$ cat src/core/sfb_pkg.sv
// Shared constants and types of the serial flash bus front end
package sfb_pkg;

  // Instruction codes
  localparam logic [7:0] OP_WREN = 8'h06;
  localparam logic [7:0] OP_WRDI = 8'h04;
  localparam logic [7:0] OP_RDSR1 = 8'h05;
  localparam logic [7:0] OP_RDSR2 = 8'h35;
  localparam logic [7:0] OP_WRSR = 8'h01;
  localparam logic [7:0] OP_PP = 8'h02;
  localparam logic [7:0] OP_SE = 8'h20;
  localparam logic [7:0] OP_BE32 = 8'h52;
  localparam logic [7:0] OP_BE64 = 8'hD8;
  localparam logic [7:0] OP_CE1 = 8'hC7;
  localparam logic [7:0] OP_CE2 = 8'h60;
  localparam logic [7:0] OP_DPD = 8'hB9;
  localparam logic [7:0] OP_RDPD = 8'hAB;
  localparam logic [7:0] OP_READ = 8'h03;
  localparam logic [7:0] OP_FREAD = 8'h0B;
  localparam logic [7:0] OP_DOR = 8'h3B;
  localparam logic [7:0] OP_DIOR = 8'hBB;
  localparam logic [7:0] OP_QOR = 8'h6B;
  localparam logic [7:0] OP_QIOR = 8'hEB;
  localparam logic [7:0] OP_WQIOR = 8'hE7;
  localparam logic [7:0] OP_OQIOR = 8'hE3;

  // Status bit positions
  localparam int ST_BUSY = 0;
  localparam int ST_WEL = 1;
  localparam int ST_BP_LO = 2;
  localparam int ST_TB = 5;
  localparam int ST_SEC = 6;
  localparam int ST_STATUS_LOCK_BIT_LOW = 7;
  localparam int ST_STATUS_LOCK_BIT_HIGH = 8;
  localparam int ST_QE = 9;
  localparam int ST_CMP = 14;
  localparam logic [15:0] ST_RESET = 16'h0000;
  localparam logic [15:0] ST_WR_MASK = 16'h7BFC;

  // Array geometry (address bits)
  localparam int ADDR_W = 23;
  localparam int SECTOR_AW = 12;
  localparam int BLOCK_AW = 16;

  // Phase lengths in serial clocks
  localparam logic [4:0] BYTE_EDGES = 5'h08;
  localparam logic [3:0] DUMMY_8 = 4'h8;
  localparam logic [3:0] DUMMY_4 = 4'h4;
  localparam logic [3:0] DUMMY_2 = 4'h2;

  // Timing
  localparam int CLK_NS = 5;
  localparam int PUW_NS = 1000000;
  localparam int PUW_CYC = (PUW_NS + CLK_NS - 1) / CLK_NS;

  typedef enum logic [2:0] {PH_CMD, PH_ADDR, PH_DUMMY, PH_DIN, PH_DOUT, PH_DONE, PH_IGNORE} sfb_phase_e;

  // Decoded instruction shape
  typedef struct packed {
    logic ok;
    logic quad;
    logic [2:0] alanes;
    logic [2:0] dlanes;
    logic has_addr;
    logic has_mode;
    logic [3:0] dummy;
    logic dout;
    logic din;
  } sfb_cmd_s;

  // Operation handed to the array side
  typedef struct packed {
    logic valid;
    logic [7:0] code;
    logic [23:0] addr;
  } sfb_op_s;

  // Whole state of the front end
  typedef struct packed {
    logic [1:0] sck_sy;
    logic sck_p;
    logic [1:0] cs_sy;
    logic cs_p;
    logic [3:0] ln_m;
    logic [3:0] ln_s;
    sfb_phase_e ph;
    logic [7:0] sh;
    logic [4:0] cnt;
    logic [7:0] opc;
    sfb_cmd_s cmd;
    logic [31:0] addr;
    logic [7:0] ob;
    logic [3:0] obits;
    logic [1:0] bytes;
    logic [15:0] wdat;
    logic [15:0] st;
    logic dpd;
    logic paused;
    logic [23:0] puw;
    logic [3:0] lo;
    logic [3:0] loe_n;
    logic pv;
    logic [7:0] pb;
    sfb_op_s op;
  } sfb_state_s;

endpackage

$ cat src/core/sfb_front.sv
// Serial flash bus front end: pin sampling, decode, lane control, write gating
`timescale 1ns/1ps
`default_nettype none
// Contract
// Single lane: sample lane0 on rising clock
// Single lane: drive lane1 on falling clock
// Accept clock modes (0,0) and (1,1)
// Two-lane reads for 3Bh and BBh
// Lanes 0/1 bidirectional by instruction phase
// Four-lane reads for 6Bh, EBh, E7h, E3h
// Four-lane: write-protect and pause pins become lanes
// Four-lane needs quad lanes enable bit
// Pause only single/dual with select low
// Pause starts on pin fall or clock fall
// Pause ends on pin rise or clock fall
// Paused: output off, inputs ignored, state kept
// Host keeps select low during pause
// Supply reset disables all operations
// Power-up delay rejects write-type instructions
// Power-up leaves write latch cleared
// Write enable required before program/erase/status write
// Completion clears the write latch bit
// Protect bits make regions read-only
// Write-protect pin with lock bits gates status writes
// Deep power-down ignores all but release
// Quad lanes enable bit at status bit 9
// Write enable sets write latch bit 1
// Hardware lock with pin low refuses status write
// Select rise resets shift and decode state

// Read data buffer between user stream and serial output
module sfb_fifo #(
  parameter int W = 8,
  parameter int D = 8
) (
  // Clock and reset
  input wire logic clk,
  input wire logic reset,
  // Fill side
  input wire logic in_valid,
  output logic in_ready,
  input wire logic [W-1:0] in_data,
  // Drain side
  output logic out_valid,
  input wire logic out_ready,
  output logic [W-1:0] out_data
);
  localparam int AW = (D > 1) ? $clog2(D) : 1;
  typedef struct packed {
    logic [D-1:0][W-1:0] mem;
    logic [AW-1:0] wp;
    logic [AW-1:0] rp;
    logic [AW:0] cnt;
    logic room;
  } sfb_fifo_s;
  sfb_fifo_s q;
  sfb_fifo_s d;
  logic push;
  logic pop;

  function automatic logic [AW-1:0] nxt(input logic [AW-1:0] p);
    return (p == AW'(D - 1)) ? '0 : AW'(p + 1'b1);
  endfunction

  // Pointer and count update; room is kept as a flop so ready is clean
  always_comb begin
    d = q;
    push = in_valid && q.room;
    pop = out_ready && (q.cnt != '0);
    if (push) begin
      d.mem[q.wp] = in_data;
      d.wp = nxt(q.wp);
    end
    if (pop) begin
      d.rp = nxt(q.rp);
    end
    d.cnt = (AW + 1)'(q.cnt + {AW'(0), push} - {AW'(0), pop});
    d.room = d.cnt != (AW + 1)'(D);
  end

  always_ff @(posedge clk) begin
    if (reset) begin
      q <= '0;
      q.room <= 1'b1;
    end else begin
      q <= d;
    end
  end

  assign in_ready = q.room;
  assign out_valid = q.cnt != '0;
  assign out_data = q.mem[q.rp];
endmodule

// Device-side bus front end
module sfb_front import sfb_pkg::*; #(
  parameter int PUW_CYCLES = PUW_CYC,
  parameter int FIFO_DEPTH = 8
) (
  // Clock and supply reset
  input wire logic clk,
  input wire logic reset,
  // Serial pins
  input wire logic sclk,
  input wire logic cs_n,
  input wire logic [3:0] lane_i,
  output logic [3:0] lane_o,
  output logic [3:0] lane_oe_n,
  // Read data stream into the buffer
  input wire logic rd_valid,
  output logic rd_ready,
  input wire logic [7:0] rd_data,
  // Program data out
  output logic prog_valid,
  output logic [7:0] prog_byte,
  // Array operations
  output var sfb_op_s op_start,
  input wire logic op_done,
  // Status view
  output logic [15:0] status_o,
  output logic paused_o
);
  sfb_state_s q;
  sfb_state_s d;
  logic f_valid;
  logic f_pop;
  logic [7:0] f_data;
  logic sck_rise;
  logic sck_fall;
  logic cs_rise;
  logic act;

  sfb_fifo #(.W(8), .D(FIFO_DEPTH)) u_fifo (
    .clk(clk),
    .reset(reset),
    .in_valid(rd_valid),
    .in_ready(rd_ready),
    .in_data(rd_data),
    .out_valid(f_valid),
    .out_ready(f_pop),
    .out_data(f_data)
  );

  // Instruction shape table
  function automatic sfb_cmd_s dec(input logic [7:0] op);
    sfb_cmd_s c;
    c = '0;
    c.ok = 1'b1;
    c.alanes = 3'h1;
    c.dlanes = 3'h1;
    case (op)
      OP_RDSR1, OP_RDSR2: c.dout = 1'b1;
      OP_READ: begin c.has_addr = 1'b1; c.dout = 1'b1; end
      OP_FREAD: begin c.has_addr = 1'b1; c.dummy = DUMMY_8; c.dout = 1'b1; end
      OP_DOR: begin c.has_addr = 1'b1; c.dummy = DUMMY_8; c.dlanes = 3'h2; c.dout = 1'b1; end
      OP_DIOR: begin
        c.has_addr = 1'b1; c.has_mode = 1'b1; c.alanes = 3'h2; c.dlanes = 3'h2; c.dout = 1'b1;
      end
      OP_QOR: begin
        c.quad = 1'b1; c.has_addr = 1'b1; c.dummy = DUMMY_8; c.dlanes = 3'h4; c.dout = 1'b1;
      end
      OP_QIOR, OP_WQIOR, OP_OQIOR: begin
        c.quad = 1'b1; c.has_addr = 1'b1; c.has_mode = 1'b1; c.alanes = 3'h4; c.dlanes = 3'h4;
        c.dout = 1'b1;
        c.dummy = (op == OP_QIOR) ? DUMMY_4 : (op == OP_WQIOR) ? DUMMY_2 : 4'h0;
      end
      OP_PP: begin c.has_addr = 1'b1; c.din = 1'b1; end
      OP_SE, OP_BE32, OP_BE64: c.has_addr = 1'b1;
      OP_WRSR: c.din = 1'b1;
      OP_WREN, OP_WRDI, OP_CE1, OP_CE2, OP_DPD, OP_RDPD: c.ok = 1'b1;
      default: c.ok = 1'b0;
    endcase
    return c;
  endfunction

  // Shift in one edge worth of bits from the active lanes
  function automatic logic [31:0] shin(input logic [31:0] v, input logic [2:0] w, input logic [3:0] l);
    case (w)
      3'h4: return {v[27:0], l};
      3'h2: return {v[29:0], l[1:0]};
      default: return {v[30:0], l[0]};
    endcase
  endfunction

  // Clock edges spent on address plus mode bits
  function automatic logic [4:0] aedges(input sfb_cmd_s c);
    if (c.alanes == 3'h4) begin
      return c.has_mode ? 5'h08 : 5'h06;
    end else if (c.alanes == 3'h2) begin
      return c.has_mode ? 5'h10 : 5'h0C;
    end
    return 5'h18;
  endfunction

  // True if the address falls in the read-only region
  function automatic logic prot(input logic [23:0] a, input logic [15:0] s);
    logic [4:0] sz;
    logic [ADDR_W-1:0] m;
    logic hit;
    sz = 5'(int'(s[ST_SEC] ? SECTOR_AW : BLOCK_AW) + int'(s[ST_BP_LO+:3]) - 1);
    m = (sz >= 5'(ADDR_W)) ? '0 : ~((ADDR_W'(1) << sz) - ADDR_W'(1));
    hit = (s[ST_BP_LO+:3] != 3'h0) &&
          (s[ST_TB] ? ((a[ADDR_W-1:0] & m) == '0) : ((a[ADDR_W-1:0] & m) == m));
    return hit ^ s[ST_CMP];
  endfunction

  // Edge finding on synchronised pins; works for either clock idle level
  assign sck_rise = q.sck_sy[1] && !q.sck_p;
  assign sck_fall = !q.sck_sy[1] && q.sck_p;
  assign cs_rise = q.cs_sy[1] && !q.cs_p;
  assign act = !q.cs_sy[1] && !q.paused;

  always_comb begin
    logic wr_ok;
    logic [7:0] b;
    logic [3:0] nb;
    logic [2:0] w;
    sfb_cmd_s c;
    wr_ok = 1'b0;
    b = 8'h00;
    nb = 4'h0;
    w = q.cmd.dlanes;
    c = '0;
    d = q;
    f_pop = 1'b0;
    // Two-stage synchronisers
    d.sck_sy = {q.sck_sy[0], sclk};
    d.sck_p = q.sck_sy[1];
    d.cs_sy = {q.cs_sy[0], cs_n};
    d.cs_p = q.cs_sy[1];
    d.ln_m = lane_i;
    d.ln_s = q.ln_m;
    d.pv = 1'b0;
    d.op.valid = 1'b0;
    if (q.puw != '0) begin
      d.puw = q.puw - 24'h1;
    end
    // Pause follows the pin only while the clock is low, so a change seen with
    // the clock high waits for the next falling edge
    if (q.cs_sy[1] || q.st[ST_QE] || q.cmd.quad) begin
      d.paused = 1'b0;
    end else if (!q.sck_sy[1]) begin
      d.paused = !q.ln_s[3];
    end
    if (cs_rise) begin
      // Run the completed instruction, then start clean
      wr_ok = q.st[ST_WEL] && (q.puw == '0);
      case (q.opc)
        OP_WREN: if (q.ph == PH_DONE && q.puw == '0) d.st[ST_WEL] = 1'b1;
        OP_WRDI: if (q.ph == PH_DONE) d.st[ST_WEL] = 1'b0;
        OP_DPD: if (q.ph == PH_DONE) d.dpd = 1'b1;
        OP_RDPD: if (q.ph == PH_DONE) d.dpd = 1'b0;
        OP_WRSR: begin
          // Lock bits: hardware lock honours the pin only while it is not a lane
          if (q.ph == PH_DIN && q.bytes != 2'h0 && wr_ok && !q.st[ST_STATUS_LOCK_BIT_HIGH] &&
              !(q.st[ST_STATUS_LOCK_BIT_LOW] && !q.st[ST_QE] && !q.ln_s[2])) begin
            b = 8'h00;
            d.st = (q.st & ~ST_WR_MASK) |
                   (((q.bytes == 2'h1) ? {q.st[15:8], q.wdat[7:0]} : q.wdat) & ST_WR_MASK);
            d.st[ST_BUSY] = 1'b1;
            d.op = '{valid: 1'b1, code: q.opc, addr: 24'h000000};
          end
        end
        OP_PP, OP_SE, OP_BE32, OP_BE64: begin
          if (((q.ph == PH_DIN && q.bytes != 2'h0) || (q.ph == PH_DONE && q.opc != OP_PP)) &&
              wr_ok && !prot(q.addr[23:0], q.st)) begin
            d.st[ST_BUSY] = 1'b1;
            d.op = '{valid: 1'b1, code: q.opc, addr: q.addr[23:0]};
          end
        end
        OP_CE1, OP_CE2: begin
          if (q.ph == PH_DONE && wr_ok && q.st[ST_BP_LO+:3] == 3'h0 && !q.st[ST_CMP]) begin
            d.st[ST_BUSY] = 1'b1;
            d.op = '{valid: 1'b1, code: q.opc, addr: 24'h000000};
          end
        end
        default: d.st = q.st;
      endcase
    end
    if (q.cs_sy[1]) begin
      // Deselected: decode state held at its start point
      d.ph = PH_CMD;
      d.cnt = '0;
      d.bytes = '0;
      d.obits = '0;
      d.cmd = '0;
    end else if (act && sck_rise) begin
      case (q.ph)
        PH_CMD: begin
          d.sh = 8'(shin({24'h0, q.sh}, 3'h1, q.ln_s));
          d.cnt = q.cnt + 5'h1;
          if (q.cnt == BYTE_EDGES - 5'h1) begin
            c = dec(d.sh);
            d.opc = d.sh;
            d.cmd = c;
            d.cnt = '0;
            if (!c.ok || (q.dpd && d.sh != OP_RDPD) ||
                (q.st[ST_BUSY] && d.sh != OP_RDSR1 && d.sh != OP_RDSR2) ||
                (c.quad && !q.st[ST_QE])) begin
              d.ph = PH_IGNORE;
            end else if (c.has_addr) begin
              d.ph = PH_ADDR;
            end else if (c.din) begin
              d.ph = PH_DIN;
            end else if (c.dout) begin
              d.ph = PH_DOUT;
            end else begin
              d.ph = PH_DONE;
            end
          end
        end
        PH_ADDR: begin
          d.addr = shin(q.addr, q.cmd.alanes, q.ln_s);
          d.cnt = q.cnt + 5'h1;
          if (q.cnt == aedges(q.cmd) - 5'h1) begin
            d.cnt = '0;
            if (q.cmd.has_mode) begin
              d.addr = {8'h00, d.addr[31:8]};
            end
            d.ph = q.cmd.din ? PH_DIN : !q.cmd.dout ? PH_DONE : (q.cmd.dummy != 4'h0) ? PH_DUMMY : PH_DOUT;
          end
        end
        PH_DUMMY: begin
          d.cnt = q.cnt + 5'h1;
          if (q.cnt == {1'b0, q.cmd.dummy} - 5'h1) begin
            d.cnt = '0;
            d.ph = PH_DOUT;
          end
        end
        PH_DIN: begin
          d.sh = 8'(shin({24'h0, q.sh}, 3'h1, q.ln_s));
          d.cnt = q.cnt + 5'h1;
          if (q.cnt == BYTE_EDGES - 5'h1) begin
            d.cnt = '0;
            d.pv = q.opc == OP_PP;
            d.pb = d.sh;
            if (q.bytes == 2'h0) begin
              d.wdat[7:0] = d.sh;
            end else if (q.bytes == 2'h1) begin
              d.wdat[15:8] = d.sh;
            end
            if (q.bytes != 2'h3) begin
              d.bytes = q.bytes + 2'h1;
            end
          end
        end
        default: d.cnt = q.cnt;
      endcase
    end else if (act && sck_fall && q.ph == PH_DOUT) begin
      // Output changes on falling edges; empty buffer reads as all ones
      if (q.obits == 4'h0) begin
        if (q.opc == OP_RDSR1) begin
          b = q.st[7:0];
        end else if (q.opc == OP_RDSR2) begin
          b = q.st[15:8];
        end else begin
          b = f_valid ? f_data : 8'hFF;
          f_pop = 1'b1;
        end
        nb = 4'h8;
      end else begin
        b = q.ob;
        nb = q.obits;
      end
      if (w == 3'h4) begin
        d.lo = b[7:4];
      end else if (w == 3'h2) begin
        d.lo = {2'b00, b[7:6]};
      end else begin
        d.lo = {2'b00, b[7], 1'b0};
      end
      d.ob = 8'(b << w);
      d.obits = nb - {1'b0, w};
    end
    // Completion of the array operation
    if (op_done && q.st[ST_BUSY]) begin
      d.st[ST_BUSY] = 1'b0;
      d.st[ST_WEL] = 1'b0;
    end
    // Lane drivers: enable low only in the output phase and never while paused
    if (!q.cs_sy[1] && !d.paused && d.ph == PH_DOUT) begin
      d.loe_n = (d.cmd.dlanes == 3'h4) ? 4'h0 : (d.cmd.dlanes == 3'h2) ? 4'hC : 4'hD;
    end else begin
      d.loe_n = 4'hF;
    end
  end

  // Supply reset clears everything and restarts the power-up delay
  always_ff @(posedge clk) begin
    if (reset) begin
      q <= '0;
      q.cs_sy <= 2'b11;
      q.cs_p <= 1'b1;
      q.st <= ST_RESET;
      q.puw <= 24'(PUW_CYCLES);
      q.loe_n <= 4'hF;
    end else begin
      q <= d;
    end
  end

  assign lane_o = q.lo;
  assign lane_oe_n = q.loe_n;
  assign prog_valid = q.pv;
  assign prog_byte = q.pb;
  assign op_start = q.op;
  assign status_o = q.st;
  assign paused_o = q.paused;
endmodule
`default_nettype wire

$ cat config.mk
export PLATFORM = sky130hd
export DESIGN_NAME = sfb_front
export DESIGN_NICKNAME = d
export VERILOG_FILES = /design/src/core/sfb_pkg.sv /design/src/core/sfb_front.sv
export SDC_FILE = /design/constraint.sdc
export NUM_CORES = 1
export LEC_CHECK = 0
export ABC_AREA = 1
export BUFFER_PORTS_ARGS = -buffer_cell sky130_fd_sc_hd__buf_2
export CORE_MARGIN = 2
export CORE_UTILIZATION = 55
export DETAILED_ROUTE_END_ITERATION = 10
export GPL_TIMING_DRIVEN = 0
export PLACE_DENSITY_LB_ADDON = 0.25
export SYNTH_ARGS = -nofsm -noshare
export SYNTH_HDL_FRONTEND = slang
export SYNTH_SLANG_ARGS = --single-unit
$ cat constraint.sdc
create_clock -name clk -period 7.7 [get_ports clk]
set_input_delay 1.54 -clock clk [delete_from_list [all_inputs] [get_ports clk]]
set_output_delay 1.54 -clock clk [all_outputs]
set_load 0.02 [all_outputs]
==> impl_metrics.ini, run 1 <==
[timing]
min_period_over_period_pct = 62.7
tightest_slew_ns = 0.961
skew_ns = 0.0243
fmax_mhz = 207
setup_ws_ns = 2.87
period_needed_ns = 4.83
hold_viol = 0
slew_violations = 0
rsz0062_at_grt = no
finalSetupTns_ns = 0
slew_headroom_pct = 35.9
setup_violations = 0

[cts]
cts_sinks = 271
cts_tree = done
worstSkewPairLatency_ns = 0.58
clockBufferDepth = 3
cts_resized = 0
ctsHoldBuffers = 0
post_cts_buffers = 0
root_buffer = clkbuf_16
clkSlewWorstSetupHoldPaths_ns = 0.06
htree_levels = 1
cts_buffers = 30

[setup_path]
critPathArrivalTime_ns = 5.31
critPathLaunchType = flop
max_stage_delay_ns = 0.54
required_ns = 8.18
cpMostUsedCell = nand2_1
cp_max_fo = 10
startpoint = status_o[3]$_SDFFE_PP0P_
crit_type = flop to flop
r2r-end = op_start[32]$_SDFF_PP0_
cp-end-kind = flop
slowest_stage = dfxtp_1
reg2reg_slack_ns = 2.87
critPathCapture = op_start[32]$_SDFF_PP0_
reg2reg_depth = 27
r2r-start = status_o[3]$_SDFFE_PP0P_

[detailed_routing]
first_pass_iters = 6
vias = 15700
vias_per_cell = 5.75
ant_nets = 0
route.detailed.drc = 0
routed_wirelength_um = 49300
avgRoutedWirePerCell_um = 18.1
drtIter0Drc = 1395

[yosys]
synth_xor_area_share_pct = 0.987
ys_seq_elements = 271
ys_warn_count = 0
synth_top_family_by_area = simple AND/OR/NAND/NOR gates
synth_edf_count = 0
synth-simple-area-share_pct = 27.4
synthCells = 2253
synthAdderAreaFrac_pct = 2.94
synth-seq-area-share_pct = 36.0
synthMuxAreaShare_pct = 0.531
syn_area_mm2 = 0.0151
avgSynthCellArea_um2 = 6.70
synthFlopType = dfxtp_1
synthArstFlopShare_pct = 0
synth.distinct_cells = 57
synth_compound_area_share_pct = 19.0

[global_routing]
grt.total_usage_pct = 34.0
antenna_found_initial = 0
grt_pass1_wl_um = 77600
grt_overflow = 0
grt_pass1_vias = 14700
grt_start_max_net_pins = 16

[floorplan]
rows = 60
coreArea_mm2 = 0.0270
io_pins = 86
die_w_um = 170
initial_core_util_pct = 56.0
die_area_mm2 = 0.0288
fp.dieH_um = 170

[cells_and_area]
nets = 2411
final_cells = 2725
n_antenna_cell = 0
area_growth_pct = 12.5
final_cell_mix = 361 x nand2_1, 340 x nor2_1, 276 x inv_1
final_common_cell = nand2_1
drive_gt1_share_pct = 9.90

[power]
leakagePower_uw = 0.00741
p_per_area_mw_per_mm2 = 204
ir_worst_vdd_uv = 197

[run]
maxCapViolCount = 0

[placement]
dp_slack_ns = 3.00
place_inst = 2669
gp_congestion = 0.976
hpwl_um = 37400
io_buffers = 74

[min_path]
hold_path_class = flop to flop

[outcome]
status = finished, final reports clean
[power breakdown]
| group | internal, uW | switching (uW) |
|---|---|---|
| sequential | 1460 | 33.4 |
| combinational | 132 | 282 |
| clock | 945 | 618 |
| total | 2530 | 934 |
[final cells by class]
type | count | area, um^2
plain buffers | 165 | 933
clock buffers | 41 | 852
clock inverters | 15 | 229
fillers | 2514 | 9980
inverters | 283 | 1060
multi-input cells | 1535 | 7670
flip-flops and latches | 271 | 5430
well taps | 341 | 427
repair buffers | 74 | 370
[routing by layer]
layer	routed length [um]	GRT usage, %	share of wire [%]
met5	0	0	0
met4	2370	15.8	4.8
met3	3470	4.36	7.0
met2	22700	57.2	46
met1	20800	43.5	42
[synth_stat cells, types with 6 or more instances]
| master | instances | share of area, % |
|---|---|---|
| nand2_1 | 361 | 9.0 |
| nor2_1 | 340 | 8.5 |
| inv_1 | 276 | 6.9 |
| dfxtp_1 | 271 | 36 |
| a21oi_1 | 201 | 6.7 |
| o21ai_0 | 183 | 6.1 |
| nand3_1 | 141 | 4.7 |
| clkbuf_1 | 69 | 1.7 |
| buf_4 | 68 | 3.4 |
| nand4_1 | 50 | 2.1 |
| nor3_1 | 33 | 1.1 |
| ha_1 | 29 | 2.4 |
| o211ai_1 | 26 | 1.3 |
| o22ai_1 | 22 | 0.91 |
| nor4_1 | 15 | 0.62 |
| a211oi_1 | 13 | 0.65 |
| o21a_1 | 12 | 0.60 |
| buf_1 | 11 | 0.27 |
| buf_2 | 11 | 0.36 |
| a221oi_1 | 10 | 0.58 |
| xnor2_1 | 10 | 0.58 |
| a31oi_1 | 9 | 0.37 |
| mux2i_1 | 8 | 0.53 |
| xor2_1 | 7 | 0.41 |
| buf_6 | 6 | 0.45 |
| or2_2 | 6 | 0.25 |
[flip-flops by register name, indices dropped and copies added, names as in the netlist, named ones only]
signal	count
d	8
lane_o	4
lane_oe_n	3
op_start	33
paused_o	1
prog_byte	8
prog_valid	1
q	124
status_o	13
u_fifo.in_ready	1
u_fifo.q	74
[worst max-delay path: cells and delay by family, from the launching register on]
family                     cells  cell delay [ns]
and+or+nand+nor               15             1.85
adders and majority gates      3             0.98
DFF                            1             0.54
buffers and inverters          6             0.78
AOI/OAI and AO/OA              3             0.57
[kinds of logic after synthesis]
family / count (synthesis)
buffers and inverters: 448
and+or+nand+nor: 967
muxes: 8
other: 1
DFF: 271
adders and majority gates: 33
AOI/OAI and AO/OA: 508
xor gates and xnor gates: 17
[per-stage QoR]
step / instance area, um^2 / power (uW) / hold WS (ns) / utilization, %
after floorplan: 15100 / 1800 / 0.388 / -
after CTS: 17000 / 3470 / 0.404 / 63.0
final: 17000 / 3470 / 0.403 / 63.0
after global routing: 17000 / 3590 / 0.417 / 63.0
after global placement: 15900 / 1910 / 0.390 / 59.0
after detailed placement: 15900 / 1920 / 0.396 / 59.0
[worst min path at each step]
stage                      start                 to  slack, ns  depth (start not counted)
6_report       d[207]$_SDFF_PP0_  d[205]$_SDFF_PP0_       0.40                          2
5_1_grt        d[207]$_SDFF_PP0_  d[205]$_SDFF_PP0_       0.42                          2
4_1_cts        d[207]$_SDFF_PP0_  d[205]$_SDFF_PP0_       0.40                          2
3_5_place_dp   d[207]$_SDFF_PP0_  d[205]$_SDFF_PP0_       0.40                          2
3_3_place_gp   d[207]$_SDFF_PP0_  d[205]$_SDFF_PP0_       0.39                          2
2_1_floorplan  d[207]$_SDFF_PP0_  d[205]$_SDFF_PP0_       0.39                          2
Power figures use the tool's default switching activity.
==> inputs of run 2 (changes only) <==
--- a/config.mk
+++ b/config.mk
@@ -5,7 +5,7 @@
 export SDC_FILE = /design/constraint.sdc
 export NUM_CORES = 1
 export LEC_CHECK = 0
-export ABC_AREA = 1
+export ABC_AREA = 0
 export BUFFER_PORTS_ARGS = -buffer_cell sky130_fd_sc_hd__buf_2
 export CORE_MARGIN = 2
 export CORE_UTILIZATION = 55
==> constraint.sdc (replaced) <==
create_clock -name clk -period 4.4 [get_ports clk]
set_input_delay 0.88 -clock clk [delete_from_list [all_inputs] [get_ports clk]]
set_output_delay 0.88 -clock clk [all_outputs]
set_load 0.02 [all_outputs]
==> impl_metrics.ini, run 2 <==
[outcome]
status = finished, violations left
violations = setup timing

[placement]
hpwl_um = 34500
io_buffers = 75
dpl-instance-area_mm2 = 0.0160
gp_congestion = 1.00

[timing]
period_needed_ns = 4.53
slew_violations = 0
rsz0062_at_grt = yes
hold_viol = 0
setup_ws_ns = -0.132
min_period_over_period_pct = 103
setup_violations = 32
fmax_mhz = 221
skew_ns = 0.0164
finalSetupTns_ns = -2.76
tightest_slew_ns = 1.13
slew_headroom_pct = 24.6

[detailed_routing]
vias_per_cell = 6.16
ant_nets = 0
vias = 14300
avgRoutedWirePerCell_um = 20.5
first_pass_iters = 6
route.detailed.drc = 0
routed_wirelength_um = 47600
drtIter0Drc = 1410

[setup_path]
critPathArrivalTime_ns = 5.03
critPathLaunchType = flop
r2r-start = status_o[6]$_SDFFE_PP0P_
reg2reg_depth = 23
reg2reg_slack_ns = -0.13
r2r-end = op_start[6]$_SDFFE_PP0P_
required_ns = 4.90
cp_max_fo = 6
cp-end-kind = flop
crit_type = flop to flop

[cts]
clockBufferDepth = 3
ctsHoldBuffers = 0
cts_tree = done
worstSkewPairLatency_ns = 0.57
cts_buffers = 30
cts_sinks = 271
clkSlewWorstSetupHoldPaths_ns = 0.06
root_buffer = clkbuf_16
htree_levels = 1

[floorplan]
rows = 60
io_pins = 86
initial_core_util_pct = 56.1
fp.dieH_um = 170
die_area_mm2 = 0.0289
coreArea_mm2 = 0.0270
die_w_um = 170

[yosys]
synthCells = 1820
ys_top_cells_by_area = dfxtp_1 36%, mux2i_1 6.9%, nor2_1 6.5%
yosysMostFrequentCell = dfxtp_1
syn_area_mm2 = 0.0152
synthFlopType = dfxtp_1
ys_seq_elements = 271
synth.distinct_cells = 91
ys_warn_count = 0
synth_top_cells_by_count = 271 x dfxtp_1, 262 x nor2_1, 179 x nand2_1, 114 x clkbuf_1, 104 x mux2i_1
netlist.area_leader.share_pct = 35.8
synth-seq-area-share_pct = 35.8
yosysTopAreaCell = dfxtp_1
avgSynthCellArea_um2 = 8.33
synth_edf_count = 0
synthArstFlopShare_pct = 0

[cells_and_area]
regMostFlops = q
area_growth_pct = 17.1
drive_gt1_share_pct = 17.7
final_common_cell = dfxtp_1
n_antenna_cell = 0
design_area_mm2 = 0.0178
largest_reg_flops = 124
nets = 2014
final_cell_mix = 267 x dfxtp_1, 255 x nor2_1, 175 x nand2_1

[power]
p_per_area_mw_per_mm2 = 320
ir_worst_vdd_uv = 302
leakagePower_uw = 0.00654

[run]
maxCapViolCount = 0

[min_path]
hold_path_end = d[202]$_SDFF_PP1_
worstHoldStart = d[204]$_SDFF_PP1_
min_delay_path_depth = 1
hold_path_class = flop to flop

[global_routing]
grt_start_max_net_pins = 17
grt_pass1_vias = 13800
grt_pass1_wl_um = 75400
antenna_found_initial = 0
grt_overflow = 0
grt.total_usage_pct = 32.7
==> run 2: cell count changes after synthesis, moves of 39 or more <==
cell,delta
inv_1,-220
nand2_1,-182
o21ai_0,-148
a21oi_1,-104
mux2i_1,+96
nand3_1,-96
nor2_1,-78
o22a_1,+53
clkbuf_1,+45
nand4_1,-39
==> run 2: logic make-up (layout without fill, tap and decap cells) <==
| family | after synthesis | in the layout | synth area share (%) |
|---|---|---|---|
| buffers and inverters | 259 | 424 | 8.36 |
| XOR/XNOR | 46 | 46 | 2.76 |
| AND/OR/NAND/NOR | 700 | 700 | 21.9 |
| flip-flops | 271 | 271 | 35.8 |
| other | 1 | 2 | 0.0247 |
| multiplexers | 132 | 132 | 10.1 |
| AO/OA/AOI/OAI | 378 | 378 | 18.2 |
| adder cells (fa/ha/maj) | 33 | 33 | 2.92 |
==> run 2: layout make-up <==
type | instances | area [um^2]
Tap cell | 341 | 427
Inverter | 57 | 219
Fill cell | 2263 | 9270
Buffer | 198 | 1120
Sequential cell | 271 | 5440
Timing Repair Buffer | 114 | 707
Clock inverter | 15 | 151
Multi-Input combinational cell | 1291 | 8870
Clock buffer | 40 | 828
==> run 2: critical path: stages, from the launching register on <==
cell and delay (ns):
dfxtp_4 0.38, inv_4 0.05, ha_4 0.26, inv_2 0.03, fa_2 0.54, buf_6 0.12
clkbuf_16 0.14, nand2_8 0.05, nor2_4 0.11, nand2_2 0.08, ha_4 0.23, clkbuf_16 0.16
buf_12 0.12, nor4b_4 0.12, nor4_2 0.31, o211ai_1 0.18, nor3_4 0.20, o311ai_4 0.20
nor3_4 0.26, a21oi_2 0.05, xor2_1 0.18, and4b_4 0.40, buf_8 0.14, a22o_1 0.14
==> run 2: per-layer routing <==
metal | GRT usage (%) | routed length, um | up-vias
met2 | 55.3 | 22200 | 629
li1 | - | - | 6712
met1 | 42.5 | 20200 | 6854
met5 | 0 | 0 | -
met3 | 3.12 | 2900 | 148
met4 | 14.6 | 2260 | 0
==> run 2: worst max-delay path by stage <==
stage | slack [ns] | from | cells past startpoint | to
finish | -0.13 | status_o[6]$_SDFFE_PP0P_ | 23 | op_start[6]$_SDFFE_PP0P_
global route | -0.26 | status_o[6]$_SDFFE_PP0P_ | 23 | op_start[6]$_SDFFE_PP0P_
CTS | -0.09 | status_o[6]$_SDFFE_PP0P_ | 23 | op_start[6]$_SDFFE_PP0P_
detailed placement | -1.34 | status_o[6]$_SDFFE_PP0P_ | 24 | op_start[20]$_SDFFE_PP0P_
global placement | -1.30 | status_o[6]$_SDFFE_PP0P_ | 24 | op_start[20]$_SDFFE_PP0P_
floorplan | 0.001 | status_o[6]$_SDFFE_PP0P_ | 22 | op_start[6]$_SDFFE_PP0P_
==> run 2: power breakdown <==
group          total, uW  switching [uW]  internal [uW]
combinational        668             401            267
clock               2470            1070           1400
sequential          2550            38.5           2520
total               5690            1510           4180
==> run 2: timing repair <==
action	in CTS	in global routing
pin swaps	34	10
setup buffers	36	0
gates cloned	2	0
setup endpoints to repair	34	37
gates resized for setup	84	26
==> run 2: per-stage QoR <==
step	hold slack (ns)	util, %	total power [uW]	instances	setup slack, ns
2_1_floorplan	0.389	-	3090	1821	0.00111
3_3_place_gp	0.399	59.3	3250	2237	-1.30
3_5_place_dp	0.406	59.4	3270	2238	-1.34
4_1_cts	0.418	65.4	5710	2327	-0.0950
5_1_grt	0.420	65.7	5890	2327	-0.262
6_report	0.413	65.7	5690	2327	-0.132
==> inputs of run 3 (changes only) <==
--- a/config.mk
+++ b/config.mk
@@ -11,7 +11,7 @@
 export CORE_UTILIZATION = 55
 export DETAILED_ROUTE_END_ITERATION = 10
 export GPL_TIMING_DRIVEN = 0
-export PLACE_DENSITY_LB_ADDON = 0.25
+export PLACE_DENSITY = 0.76
 export SYNTH_ARGS = -nofsm -noshare
 export SYNTH_HDL_FRONTEND = slang
 export SYNTH_SLANG_ARGS = --single-unit
==> impl_metrics.ini, run 3 (synthesis gave the netlist of run 2 again) <==
[min_path]
hold_path_class = flop to flop
worstHoldStart = d[204]$_SDFF_PP1_

[run]
maxCapViolCount = 0

[global_routing]
busiest_layer = met2
antenna_found_initial = 1
grt_use_met3_pct = 4.05
grt_overflow = 0
grt_pass1_vias = 13700
met2_usage_pct = 54.1
grt_pass1_wl_um = 74300
grt.total_usage_pct = 32.2
use_met1_pct = 41.1
grt_start_max_net_pins = 17

[outcome]
status = finished, violations left
violations = setup timing

[power]
leakagePower_uw = 0.00664
p_per_area_mw_per_mm2 = 322
ir_worst_vdd_uv = 297

[floorplan]
coreArea_mm2 = 0.0270
die_w_um = 170
die_area_mm2 = 0.0289
rows = 60
io_pins = 86
initial_core_util_pct = 56.1
fp.dieH_um = 170

[cts]
htree_levels = 1
worstSkewPairLatency_ns = 0.58
cts_buffers = 30
clkSlewWorstSetupHoldPaths_ns = 0.06
clockBufferDepth = 3
cts_sinks = 271
cts_tree = done
root_buffer = clkbuf_16
ctsHoldBuffers = 0

[timing]
slew_headroom_pct = 29.4
skew_ns = 0.0191
rsz0062_at_grt = yes
min_period_over_period_pct = 105
fmax_mhz = 215
slew_violations = 0
setup_ws_ns = -0.242
setup_violations = 34
tightest_slew_ns = 1.06
period_needed_ns = 4.64
hold_viol = 0

[setup_path]
cp_max_fo = 10
cp-end-kind = flop
r2r-start = status_o[6]$_SDFFE_PP0P_
required_ns = 4.86
startpoint = status_o[6]$_SDFFE_PP0P_
crit_type = flop to flop
critPathArrivalTime_ns = 5.11
cpMostUsedCell = buf_6
worstPathCellList = inv_4 -> ha_4 -> inv_2 -> fa_2 -> buf_6 -> buf_4 -> nand2b_1 -> o21a_1 -> buf_6 -> o211ai_1 -> and3_1 -> a21oi_2 -> o221ai_2 -> or4_4 -> nor3_4 -> and2_4 -> o31ai_4 -> and2b_4 -> clkbuf_16 -> a22o_1
max_stage_delay_ns = 0.60
slowest_stage = or4_4
critPathLaunchType = flop

[cells_and_area]
final_core_util_pct = 66.8
final_cell_mix = 267 x dfxtp_1, 253 x nor2_1, 175 x nand2_1
area_growth_pct = 19.1
regMostFlops = q
largest_reg_flops = 124
design_area_mm2 = 0.0180
final_common_cell = dfxtp_1
n_antenna_cell = 0
drive_gt1_share_pct = 18.8
nets = 2020

[placement]
io_buffers = 75
dpl-instance-area_mm2 = 0.0160
gp_congestion = 0.981
hpwl_um = 34000

[detailed_routing]
first_pass_iters = 5
vias = 14300
routed_wirelength_um = 47100
avgRoutedWirePerCell_um = 20.2
vias_per_cell = 6.11
drtIter0Drc = 1220
ant_nets = 0
route.detailed.drc = 0
-- run 3: cell count changes in the layout (fill, tap and decap cells not counted), sizes merged --
cell,change
clkinvlp,+1
clkinv,+1
buf,+2
bufinv,+2
-- run 3: through the flow --
| stage | std cells | setup TNS (ns) | total power [uW] | setup slack [ns] | hold slack, ns |
|---|---|---|---|---|---|
| finish | 2333 | -6.07 | 5810 | -0.242 | 0.424 |
| global route | 2333 | -9.13 | 6010 | -0.327 | 0.440 |
| CTS | 2318 | -3.87 | 5820 | -0.152 | 0.429 |
| detailed placement | 2238 | -39.14 | 3270 | -1.28 | 0.399 |
| global placement | 2237 | -40.32 | 3240 | -1.31 | 0.401 |
| floorplan | 1821 | 0 | 3090 | 0.00111 | 0.389 |
-- run 3: timing repair --
| item | in CTS | in global routing |
|---|---|---|
| setup endpoints to repair | 34 | 49 |
| resized for setup | 71 | 69 |
| setup buffers | 24 | 15 |
| gates cloned | 3 | 3 |
| pin swaps | 24 | 44 |
-- run 3: final timing paths --
check                             end  cells past startpoint  slack [ns]
min reg2reg         d[202]$_SDFF_PP1_                      1        0.42
min                 d[202]$_SDFF_PP1_                      1        0.42
max reg2reg  op_start[1]$_SDFFE_PP0P_                     20       -0.24
max          op_start[1]$_SDFFE_PP0P_                     20       -0.24
-- run 3: cell type report --
type / count / area, um^2
Multi-Input combinational cell: 1291 / 8980
Fill cell: 2235 / 8980
Sequential cell: 271 / 5440
Buffer: 198 / 1130
Timing Repair Buffer: 120 / 822
Clock buffer: 36 / 803
Tap cell: 341 / 427
Clock inverter: 19 / 224
Inverter: 57 / 219
-- run 3: worst max-delay path: cells and delay by family (launching register included) --
kind | cells | cell delay, ns
compound gates | 6 | 1.04
fa+ha+maj | 2 | 0.61
buf+inv | 6 | 0.76
flops | 1 | 0.39
simple gates | 6 | 1.71
-- run 3: where the power goes --
part	switching (uW)	internal, uW	total, uW	leakage [uW]
registers	40.0	2520	2560	0.00219
logic	401	272	673	0.00395
clock network	1090	1490	2580	0.000499
-- run 3: routing by layer --
| metal | share of wire, % | wire (um) | vias to the layer above |
|---|---|---|---|
| met3 | 7.1 | 3330 | 164 |
| met5 | 0.023 | 11 | - |
| li1 | - | - | 6728 |
| met2 | 46 | 21900 | 629 |
| met4 | 5.4 | 2520 | 2 |
| met1 | 41 | 19400 | 6736 |
